## src/rtl/rtcm_pkg.sv

```systemverilog
package rtcm_pkg;
  // ----------------------------------------
  // bus and register map
  // ----------------------------------------
  localparam int ADDR_W = 8;
  localparam int DATA_W = 32;
  localparam logic [7:0] OFS_CTRL = 8'h00;
  localparam logic [7:0] OFS_CAPTURE = 8'h04;
  localparam logic [7:0] OFS_ALARM = 8'h08;
  localparam logic [7:0] OFS_OSC = 8'h0c;
  localparam logic [7:0] OFS_ROUTE = 8'h10;
  // ----------------------------------------
  // control register fields
  // ----------------------------------------
  localparam int CTRL_OSC_EN = 7;
  localparam int CTRL_MISS_EN = 6;
  localparam int CTRL_OSC_FAIL = 5;
  localparam int CTRL_RUN = 4;
  localparam int CTRL_ALARM_EN = 3;
  localparam int CTRL_ALARM_FLAG = 2;
  localparam int CTRL_SET = 1;
  localparam int CTRL_CAPTURE = 0;
  // ----------------------------------------
  // oscillator control fields
  // ----------------------------------------
  localparam int OSC_LFO_SEL = 0;
  localparam int OSC_XTAL_ON = 1;
  localparam int OSC_AUTO_RESET = 2;
  localparam int OSC_XTAL_VALID = 4;
  // ----------------------------------------
  // event routing fields
  // ----------------------------------------
  localparam int RT_ALARM_IRQ = 0;
  localparam int RT_ALARM_WAKE = 1;
  localparam int RT_ALARM_RST = 2;
  localparam int RT_FAIL_IRQ = 3;
  localparam int RT_FAIL_WAKE = 4;
  localparam int RT_FAIL_RST = 5;
  localparam int RT_W = 6;
  // ----------------------------------------
  // reset values
  // ----------------------------------------
  localparam logic [31:0] RST_TIMER = 32'h0000_0000;
  localparam logic [31:0] RST_ALARM = 32'h0000_0000;
  localparam logic [31:0] RST_CAPTURE = 32'h0000_0000;
  localparam logic [5:0] RST_ROUTE = 6'h00;
  // ----------------------------------------
  // timing
  // ----------------------------------------
  localparam int CLK_PERIOD_PS = 25000;
  localparam int MISS_TIME_NS = 100;
  localparam int MISS_TIME_US = 100;
  localparam int MISS_CYCLES_I = (MISS_TIME_US * 1000000 + CLK_PERIOD_PS - 1) / CLK_PERIOD_PS;
  localparam logic [11:0] MISS_CYCLES = 12'(MISS_CYCLES_I);
  localparam int BLANK_TIME_MS = 2;
  localparam int BLANK_CYCLES_DEF = (BLANK_TIME_MS * 1000000000 + CLK_PERIOD_PS - 1) / CLK_PERIOD_PS;
endpackage

```

## src/rtl/rtcm_core.sv

```systemverilog
`timescale 1ns/1ps
// Notes on behaviour
// detector enabled: oscillator stuck high or low over 100 us sets fail flag
// fail timeout may request interrupt, wake or device reset
// software disables detector before touching oscillator settings
// crystal-valid reads invalid during 2 ms after crystal turn-on
// software uses fail flag, not crystal-valid, to detect failure
// timer counts each oscillator cycle while run is 1, holds otherwise
// alarm fires only when timer exactly equals match value
// alarm may request reset, wake or interrupt
// auto reset clears timer one oscillator cycle after alarm deasserts
// software programs match two below interval, four with internal oscillator
// writing 1 at alarm flag position enables auto reset
// set bit loads capture value into timer, then self-clears
// capture bit snapshots timer into capture value, then self-clears
// set and capture work while timer runs
// software clears alarm enable, writes match, then enables
// clearing alarm enable clears alarm flag
// re-enable without new match gives next alarm after full wrap
// alarm flag lasts at most one oscillator cycle
// without auto reset the timer wraps to zero and keeps counting
// internal oscillator selected: timer advances by two per cycle
// fail flag stays set until software clears it
// capture takes all 32 bits at one oscillator edge
module rtcm_core
#(
  parameter int BLANK_CYCLES = rtcm_pkg::BLANK_CYCLES_DEF
) (
  input wire logic clk,
  input wire logic srst,
  input wire logic [rtcm_pkg::ADDR_W-1:0] addr,
  input wire logic [rtcm_pkg::DATA_W-1:0] wdata,
  input wire logic wr_stb,
  input wire logic rd_stb,
  output logic [rtcm_pkg::DATA_W-1:0] rdata,
  input wire logic osc_in,
  input wire logic xtal_amp_ok,
  output logic osc_enable,
  output logic lfo_enable,
  output logic xtal_enable,
  output logic irq_req,
  output logic wake_req,
  output logic reset_req
);
  import rtcm_pkg::*;
  // ----------------------------------------
  // state
  // ----------------------------------------
  logic [2:0] osc_sync_reg, osc_sync_next;
  logic [2:0] amp_sync_reg, amp_sync_next;
  logic osc_level_reg, osc_level_next;
  logic amp_level_reg, amp_level_next;
  logic [11:0] miss_cnt_reg, miss_cnt_next;
  logic [31:0] blank_cnt_reg, blank_cnt_next;
  logic osc_en_reg, osc_en_next;
  logic miss_en_reg, miss_en_next;
  logic osc_fail_reg, osc_fail_next;
  logic run_reg, run_next;
  logic alarm_en_reg, alarm_en_next;
  logic alarm_flag_reg, alarm_flag_next;
  logic set_pend_reg, set_pend_next;
  logic cap_pend_reg, cap_pend_next;
  logic auto_rst_reg, auto_rst_next;
  logic clr_pend_reg, clr_pend_next;
  logic lfo_sel_reg, lfo_sel_next;
  logic xtal_on_reg, xtal_on_next;
  logic xtal_valid_reg, xtal_valid_next;
  logic [31:0] timer_reg, timer_next;
  logic [31:0] capture_reg, capture_next;
  logic [31:0] alarm_reg, alarm_next;
  logic [RT_W-1:0] route_reg, route_next;
  logic [31:0] rdata_reg, rdata_next;
  logic irq_reg, irq_next;
  logic wake_reg, wake_next;
  logic rst_reg, rst_next;
  logic osc_stable, osc_change, osc_rise, amp_stable, match, wr_ctrl;
  logic [31:0] step;
  // ----------------------------------------
  // oscillator edge and event detection
  // ----------------------------------------
  // only stages 1 and 2 are compared; stage 0 feeds stage 1 alone
  assign osc_stable = osc_sync_reg[1] == osc_sync_reg[2];
  assign osc_change = osc_stable && (osc_sync_reg[2] != osc_level_reg);
  assign osc_rise = osc_change && osc_sync_reg[2];
  assign amp_stable = amp_sync_reg[1] == amp_sync_reg[2];
  assign match = alarm_en_reg && (timer_reg == alarm_reg);
  assign step = lfo_sel_reg ? 32'h0000_0002 : 32'h0000_0001;
  assign wr_ctrl = wr_stb && (addr == OFS_CTRL);
  always_comb begin
    osc_sync_next = {osc_sync_reg[1:0], osc_in};
    amp_sync_next = {amp_sync_reg[1:0], xtal_amp_ok};
    osc_level_next = osc_stable ? osc_sync_reg[2] : osc_level_reg;
    amp_level_next = amp_stable ? amp_sync_reg[2] : amp_level_reg;
    osc_en_next = osc_en_reg;
    miss_en_next = miss_en_reg;
    osc_fail_next = osc_fail_reg;
    run_next = run_reg;
    alarm_en_next = alarm_en_reg;
    alarm_flag_next = alarm_flag_reg;
    set_pend_next = set_pend_reg;
    cap_pend_next = cap_pend_reg;
    auto_rst_next = auto_rst_reg;
    clr_pend_next = clr_pend_reg;
    lfo_sel_next = lfo_sel_reg;
    xtal_on_next = xtal_on_reg;
    timer_next = timer_reg;
    capture_next = capture_reg;
    alarm_next = alarm_reg;
    route_next = route_reg;
    // count saturates, so the flag is set again every cycle until the stall ends or the detector is disabled
    if (!miss_en_reg || osc_change) begin
      miss_cnt_next = 12'h000;
    end else if (miss_cnt_reg != MISS_CYCLES) begin
      miss_cnt_next = miss_cnt_reg + 12'h001;
    end else begin
      miss_cnt_next = miss_cnt_reg;
    end
    if (!xtal_on_reg) begin
      blank_cnt_next = 32'h0000_0000;
    end else if (blank_cnt_reg != 32'(BLANK_CYCLES)) begin
      blank_cnt_next = blank_cnt_reg + 32'h0000_0001;
    end else begin
      blank_cnt_next = blank_cnt_reg;
    end
    xtal_valid_next = amp_level_reg && (blank_cnt_reg == 32'(BLANK_CYCLES));
    // ----------------------------------------
    // software writes
    // ----------------------------------------
    if (wr_stb) begin
      case (addr)
        OFS_CTRL: begin
          osc_en_next = wdata[CTRL_OSC_EN];
          miss_en_next = wdata[CTRL_MISS_EN];
          run_next = wdata[CTRL_RUN];
          alarm_en_next = wdata[CTRL_ALARM_EN];
          if (!wdata[CTRL_OSC_FAIL]) begin
            osc_fail_next = 1'b0;
          end
          if (!wdata[CTRL_ALARM_EN]) begin
            alarm_flag_next = 1'b0;
          end
          if (wdata[CTRL_ALARM_FLAG]) begin
            auto_rst_next = 1'b1;
          end
          if (wdata[CTRL_SET]) begin
            set_pend_next = 1'b1;
          end
          if (wdata[CTRL_CAPTURE]) begin
            cap_pend_next = 1'b1;
          end
        end
        OFS_CAPTURE: capture_next = wdata;
        OFS_ALARM: alarm_next = wdata;
        OFS_OSC: begin
          lfo_sel_next = wdata[OSC_LFO_SEL];
          xtal_on_next = wdata[OSC_XTAL_ON];
          auto_rst_next = wdata[OSC_AUTO_RESET];
        end
        OFS_ROUTE: route_next = wdata[RT_W-1:0];
        default: ;
      endcase
    end
    // ----------------------------------------
    // hardware events win over software clears
    // ----------------------------------------
    if (miss_en_reg && miss_cnt_reg == MISS_CYCLES && !osc_change) begin
      osc_fail_next = 1'b1;
    end
    if (osc_rise) begin
      if (set_pend_reg) begin
        timer_next = capture_reg;
        set_pend_next = 1'b0;
      end else if (clr_pend_reg) begin
        timer_next = RST_TIMER;
      end else if (run_reg) begin
        timer_next = timer_reg + step;
      end
      clr_pend_next = 1'b0;
      if (cap_pend_reg) begin
        capture_next = timer_reg;
        cap_pend_next = 1'b0;
      end
      // at most one oscillator cycle, even with a stopped timer sitting on the match
      alarm_flag_next = match && !alarm_flag_reg;
      if (alarm_flag_reg && !match && auto_rst_reg) begin
        clr_pend_next = 1'b1;
      end
    end
    // ----------------------------------------
    // read mux
    // ----------------------------------------
    rdata_next = 32'h0000_0000;
    if (rd_stb) begin
      case (addr)
        OFS_CTRL: begin
          rdata_next[CTRL_OSC_EN] = osc_en_reg;
          rdata_next[CTRL_MISS_EN] = miss_en_reg;
          rdata_next[CTRL_OSC_FAIL] = osc_fail_reg;
          rdata_next[CTRL_RUN] = run_reg;
          rdata_next[CTRL_ALARM_EN] = alarm_en_reg;
          rdata_next[CTRL_ALARM_FLAG] = alarm_flag_reg;
          rdata_next[CTRL_SET] = set_pend_reg;
          rdata_next[CTRL_CAPTURE] = cap_pend_reg;
        end
        OFS_CAPTURE: rdata_next = capture_reg;
        OFS_ALARM: rdata_next = alarm_reg;
        OFS_OSC: begin
          rdata_next[OSC_LFO_SEL] = lfo_sel_reg;
          rdata_next[OSC_XTAL_ON] = xtal_on_reg;
          rdata_next[OSC_AUTO_RESET] = auto_rst_reg;
          rdata_next[OSC_XTAL_VALID] = xtal_valid_reg;
        end
        OFS_ROUTE: rdata_next = {26'h0, route_reg};
        default: rdata_next = 32'h0000_0000;
      endcase
    end
    // ----------------------------------------
    // event routing
    // ----------------------------------------
    irq_next = (alarm_flag_reg && route_reg[RT_ALARM_IRQ])
      || (osc_fail_reg && route_reg[RT_FAIL_IRQ]);
    wake_next = (alarm_flag_reg && route_reg[RT_ALARM_WAKE])
      || (osc_fail_reg && route_reg[RT_FAIL_WAKE]);
    rst_next = (alarm_flag_reg && route_reg[RT_ALARM_RST])
      || (osc_fail_reg && route_reg[RT_FAIL_RST]);
  end
  always_ff @(posedge clk) begin
    if (srst) begin
      osc_sync_reg <= 3'h0;
      amp_sync_reg <= 3'h0;
      osc_level_reg <= 1'b0;
      amp_level_reg <= 1'b0;
      miss_cnt_reg <= 12'h000;
      blank_cnt_reg <= 32'h0000_0000;
      osc_en_reg <= 1'b0;
      miss_en_reg <= 1'b0;
      osc_fail_reg <= 1'b0;
      run_reg <= 1'b0;
      alarm_en_reg <= 1'b0;
      alarm_flag_reg <= 1'b0;
      set_pend_reg <= 1'b0;
      cap_pend_reg <= 1'b0;
      auto_rst_reg <= 1'b0;
      clr_pend_reg <= 1'b0;
      lfo_sel_reg <= 1'b0;
      xtal_on_reg <= 1'b0;
      xtal_valid_reg <= 1'b0;
      timer_reg <= RST_TIMER;
      capture_reg <= RST_CAPTURE;
      alarm_reg <= RST_ALARM;
      route_reg <= RST_ROUTE;
      rdata_reg <= 32'h0000_0000;
      irq_reg <= 1'b0;
      wake_reg <= 1'b0;
      rst_reg <= 1'b0;
    end else begin
      osc_sync_reg <= osc_sync_next;
      amp_sync_reg <= amp_sync_next;
      osc_level_reg <= osc_level_next;
      amp_level_reg <= amp_level_next;
      miss_cnt_reg <= miss_cnt_next;
      blank_cnt_reg <= blank_cnt_next;
      osc_en_reg <= osc_en_next;
      miss_en_reg <= miss_en_next;
      osc_fail_reg <= osc_fail_next;
      run_reg <= run_next;
      alarm_en_reg <= alarm_en_next;
      alarm_flag_reg <= alarm_flag_next;
      set_pend_reg <= set_pend_next;
      cap_pend_reg <= cap_pend_next;
      auto_rst_reg <= auto_rst_next;
      clr_pend_reg <= clr_pend_next;
      lfo_sel_reg <= lfo_sel_next;
      xtal_on_reg <= xtal_on_next;
      xtal_valid_reg <= xtal_valid_next;
      timer_reg <= timer_next;
      capture_reg <= capture_next;
      alarm_reg <= alarm_next;
      route_reg <= route_next;
      rdata_reg <= rdata_next;
      irq_reg <= irq_next;
      wake_reg <= wake_next;
      rst_reg <= rst_next;
    end
  end

  assign rdata = rdata_reg;
  assign osc_enable = osc_en_reg;
  assign lfo_enable = lfo_sel_reg;
  assign xtal_enable = xtal_on_reg;
  assign irq_req = irq_reg;
  assign wake_req = wake_reg;
  assign reset_req = rst_reg;
endmodule // rtcm_core

```

## config.mk

```make
export PLATFORM = sky130hd
export DESIGN_NAME = rtcm_core
export DESIGN_NICKNAME = d
export VERILOG_FILES = /design/src/rtl/rtcm_pkg.sv /design/src/rtl/rtcm_core.sv
export SDC_FILE = /design/constraint.sdc
export NUM_CORES = 1
export LEC_CHECK = 0
export BUFFER_PORTS_ARGS = -buffer_cell sky130_fd_sc_hd__buf_2
export CORE_MARGIN = 2
export CORE_UTILIZATION = 40
export CTS_CLUSTER_DIAMETER = 50
export DETAILED_ROUTE_END_ITERATION = 7
export HOLD_SLACK_MARGIN = 0.12
export PLACE_DENSITY = 0.66
export SLEW_MARGIN = 20
export SYNTH_ARGS = -nofsm -noshare
export SYNTH_HDL_FRONTEND = slang
export SYNTH_SLANG_ARGS = --single-unit
```

## constraint.sdc

```tcl
create_clock -name clk -period 3.3 [get_ports clk]
set_clock_uncertainty 0.1 [all_clocks]
set_input_delay 0.33 -clock clk [delete_from_list [all_inputs] [get_ports clk]]
set_output_delay 0.33 -clock clk [all_outputs]
set_load 0.005 [all_outputs]
```

==> metrics.md <==
| Metric | Value |
|---|---|
| Syn nets | 1,163 |
| Switching share of power | 22.9% |
| Slew headroom | 47.3% |
| CTS buffer count | 27 |
| Pre-antenna DRT Iters | 5 |
| DP Wirelength | 16.7 mm |
| Initial antenna violation count | 0 |
| Worst Path Class, Setup | flip-flop to flip-flop |
| R2r setup slk | 0.53 ns |
| Final period util | 83.8% |
| Register area | 4040 um2 |
| M2 GR Usage | 33.3% |
| Part of the power in combinational logic | 3.7% |
| Worst setup SP type | flip-flop |
| CTS Sinks | 202 |
| CTS H-Tree Depth | 1 |
| Final Wtd Congestion | 0.892 |
| Total GRT Usage | 20.4% |
| Critical Path Source | lfo_enable |
| Seq pwr share | 42.9% |
| # fillers | 2,251 |
| EDFF count, synth | 0 |
| Setup TNS | 0 ns |
| Critical Path RT | 3.58 ns |
| Dominant synthesized flop cell | dfxtp_1 |
| Worst EP arrival | 3.04 ns |
| Commonest non-fill, non-tap cell in the layout | dfxtp_1 |
| Clock slew at reported path FFs | 0.06 ns |
| Die width | 157 um |
| Total vias in the final route | 8,376 |
| Fin crit period | 2.77 ns |
| Asr flop ratio synth | 0% |
| GR Util met1 | 28.4% |
| Yosys warnings | 0 |
| Row cnt | 56 |
| Post-route DRC | 0 |
| Sequential fraction of the synthesis area | 42.9% |
| CTS resizes | 0 |
| Area of the multi-input gates | 4970 um2 |
| CP Max Fanout | 6 |
| Die area | 24,800 um2 |
| Int Pwr | 0.00446 W |
| Post-Route Utilization | 49.0% |
| N_diodes | 0 |
| Post-DR wirelength/cell | 16.4 um |
| Root Driver | clkbuf_16 |
| Hold-fix buffers, CTS | 37 |
| Area Growth Syn to Fin | 20.9% |
| GR Util met3 | 2.97% |
| Status | completed |
| VDD IR max | 407 uV |
| RSZ-0062 raised after global routing | false |
| Die height | 157 um |
| Slew Limit Fails | 0 |
| Yosys cell types | 69 |
| Vias in the first global route | 7,740 |
| R2R Path Start | lfo_enable |
| Max cap viols | 0 |
| Max Fclk | 361 MHz |
| PD cells | 508 nW/um2 |
| Initial Util | 40.5% |
| Fin. Hold Viols | 0 |
| ANT nets after route | 0 |
| Total grt overflow | 0 |
| Top Usage Layer GRT | met2 |
| Clock share of power | 53.4% |
| Worst skew pair latency | 0.53 ns |
| FF+latch count, synth | 202 |
| Final WL | 25.2 mm |
| Cell area after synthesis | 9420 um2 |
| DRT iter0 DRCs | 591 |
| Worst min path class | input pin to flip-flop |
| Setup Buffers After CTS | 0 |
| Slew @ Worst Pin | 0.783 ns |
| Sw Pwr | 0.00133 W |
| CP endpoint kind | flip-flop |
| Ports | 84 |
| Clk buf depth | 3 |
| Largest net degree at the start of global routing | 65 |
| Leak pwr | 4.32 nW |
| Most frequent cells in the layout | dfxtp_1 (202), nor2_1 (140), nand2_1 (127) |
| Share of layout cells above drive strength 1 | 14.3% |
| Synthesized area per cell | 8.48 um2 |
| Vias per inst | 5.46 |
| Port buffer count | 83 |
| CTS tree | done |
| Core footprint | 23,300 um2 |
| Fin nets | 1,248 |
| Setup violators final | 0 |
| Hold_sp | rd_stb |
| First-pass GRT wire length | 41.3 mm |
| Mapped Cells | 1,110 |
## worst max-delay path, stage by stage, from the launching register on
cell and delay, ns:
dfxtp_1 0.37, inv_1 0.08, ha_1 0.20, fa_1 0.29, nand4_1 0.15, nor3_1 0.54
nand2_1 0.25, o311ai_0 0.45, o311ai_1 0.18
## cells by family (layout without fill, tap and decap cells)
family	after synthesis	count (layout)	share of synthesized area, %
AND/OR/NAND/NOR	448	448	23.3
AO/OA/AOI/OAI	233	233	16.1
flip-flops	202	202	42.9
buffers and inverters	101	207	4.37
XOR/XNOR	66	66	6.14
multiplexers	53	53	6.19
adder cells (fa/ha/maj)	7	7	1.01
## stage by stage
| step | hold slack (ns) | total power, W | instances | instance area [um2] | setup WS, ns |
|---|---|---|---|---|---|
| after CTS | 0.136 | 0.00584 | 1535 | 11400 | 0.638 |
| after global routing | 0.166 | 0.00598 | 1535 | 11400 | 0.401 |
| after global placement | 0.322 | 0.00272 | 1448 | 10000 | 0.868 |
| after detailed placement | 0.333 | 0.00272 | 1448 | 10000 | 0.673 |
| final | 0.131 | 0.00579 | 1535 | 11400 | 0.534 |
| after floorplan | 0.314 | 0.00263 | 1110 | 9420 | 1.03 |
## worst paths after layout
kind / endpoint / depth (start not counted)
setup / recovery: timer_reg[28] / 8
hold / removal: rdata[6] / 5
setup reg to reg: timer_reg[28] / 8
hold reg to reg: amp_sync_reg[1] / 1
## layout make-up
cell class | count | share of cell area [%]
inverter | 15 | 0.494
clock inverter | 19 | 2.16
tap | 319 | 3.51
timing repair buffer | 142 | 8.37
sequential | 202 | 35.5
clock buffer | 31 | 6.33
multi-input combinational | 807 | 43.6
## synth_stat cells (18+ instances only)
cell,instances,area (um2)
a22oi_1,40,300
nand2_1,128,480
mux2i_1,47,470
nand3_1,34,170
nor2_1,140,526
o21ai_0,29,145
nand4_1,28,175
a21oi_1,76,380
nor4_1,18,113
xnor2_1,51,447
nor3_1,23,115
a211oi_1,34,255
clkbuf_1,58,218
dfxtp_1,202,4040
## power groups by stage
stage / clock network, W / registers [W] / logic [W]
floorplan: 0 / 0.00252 / 0.000112
global placement: 0 / 0.00254 / 0.000179
detailed placement: 0 / 0.00254 / 0.000179
CTS: 0.00314 / 0.00248 / 0.000214
global route: 0.00326 / 0.00249 / 0.000231
finish: 0.00309 / 0.00249 / 0.000215
## metal layers
layer | part of all wire [%] | vias to the layer above
met3 | 5.5 | 34
li1 | - | 4140
met1 | 47 | 3971
met2 | 46 | 231
met4 | 1.8 | 0
met5 | 0 | -
Power figures use the tool's default switching activity.
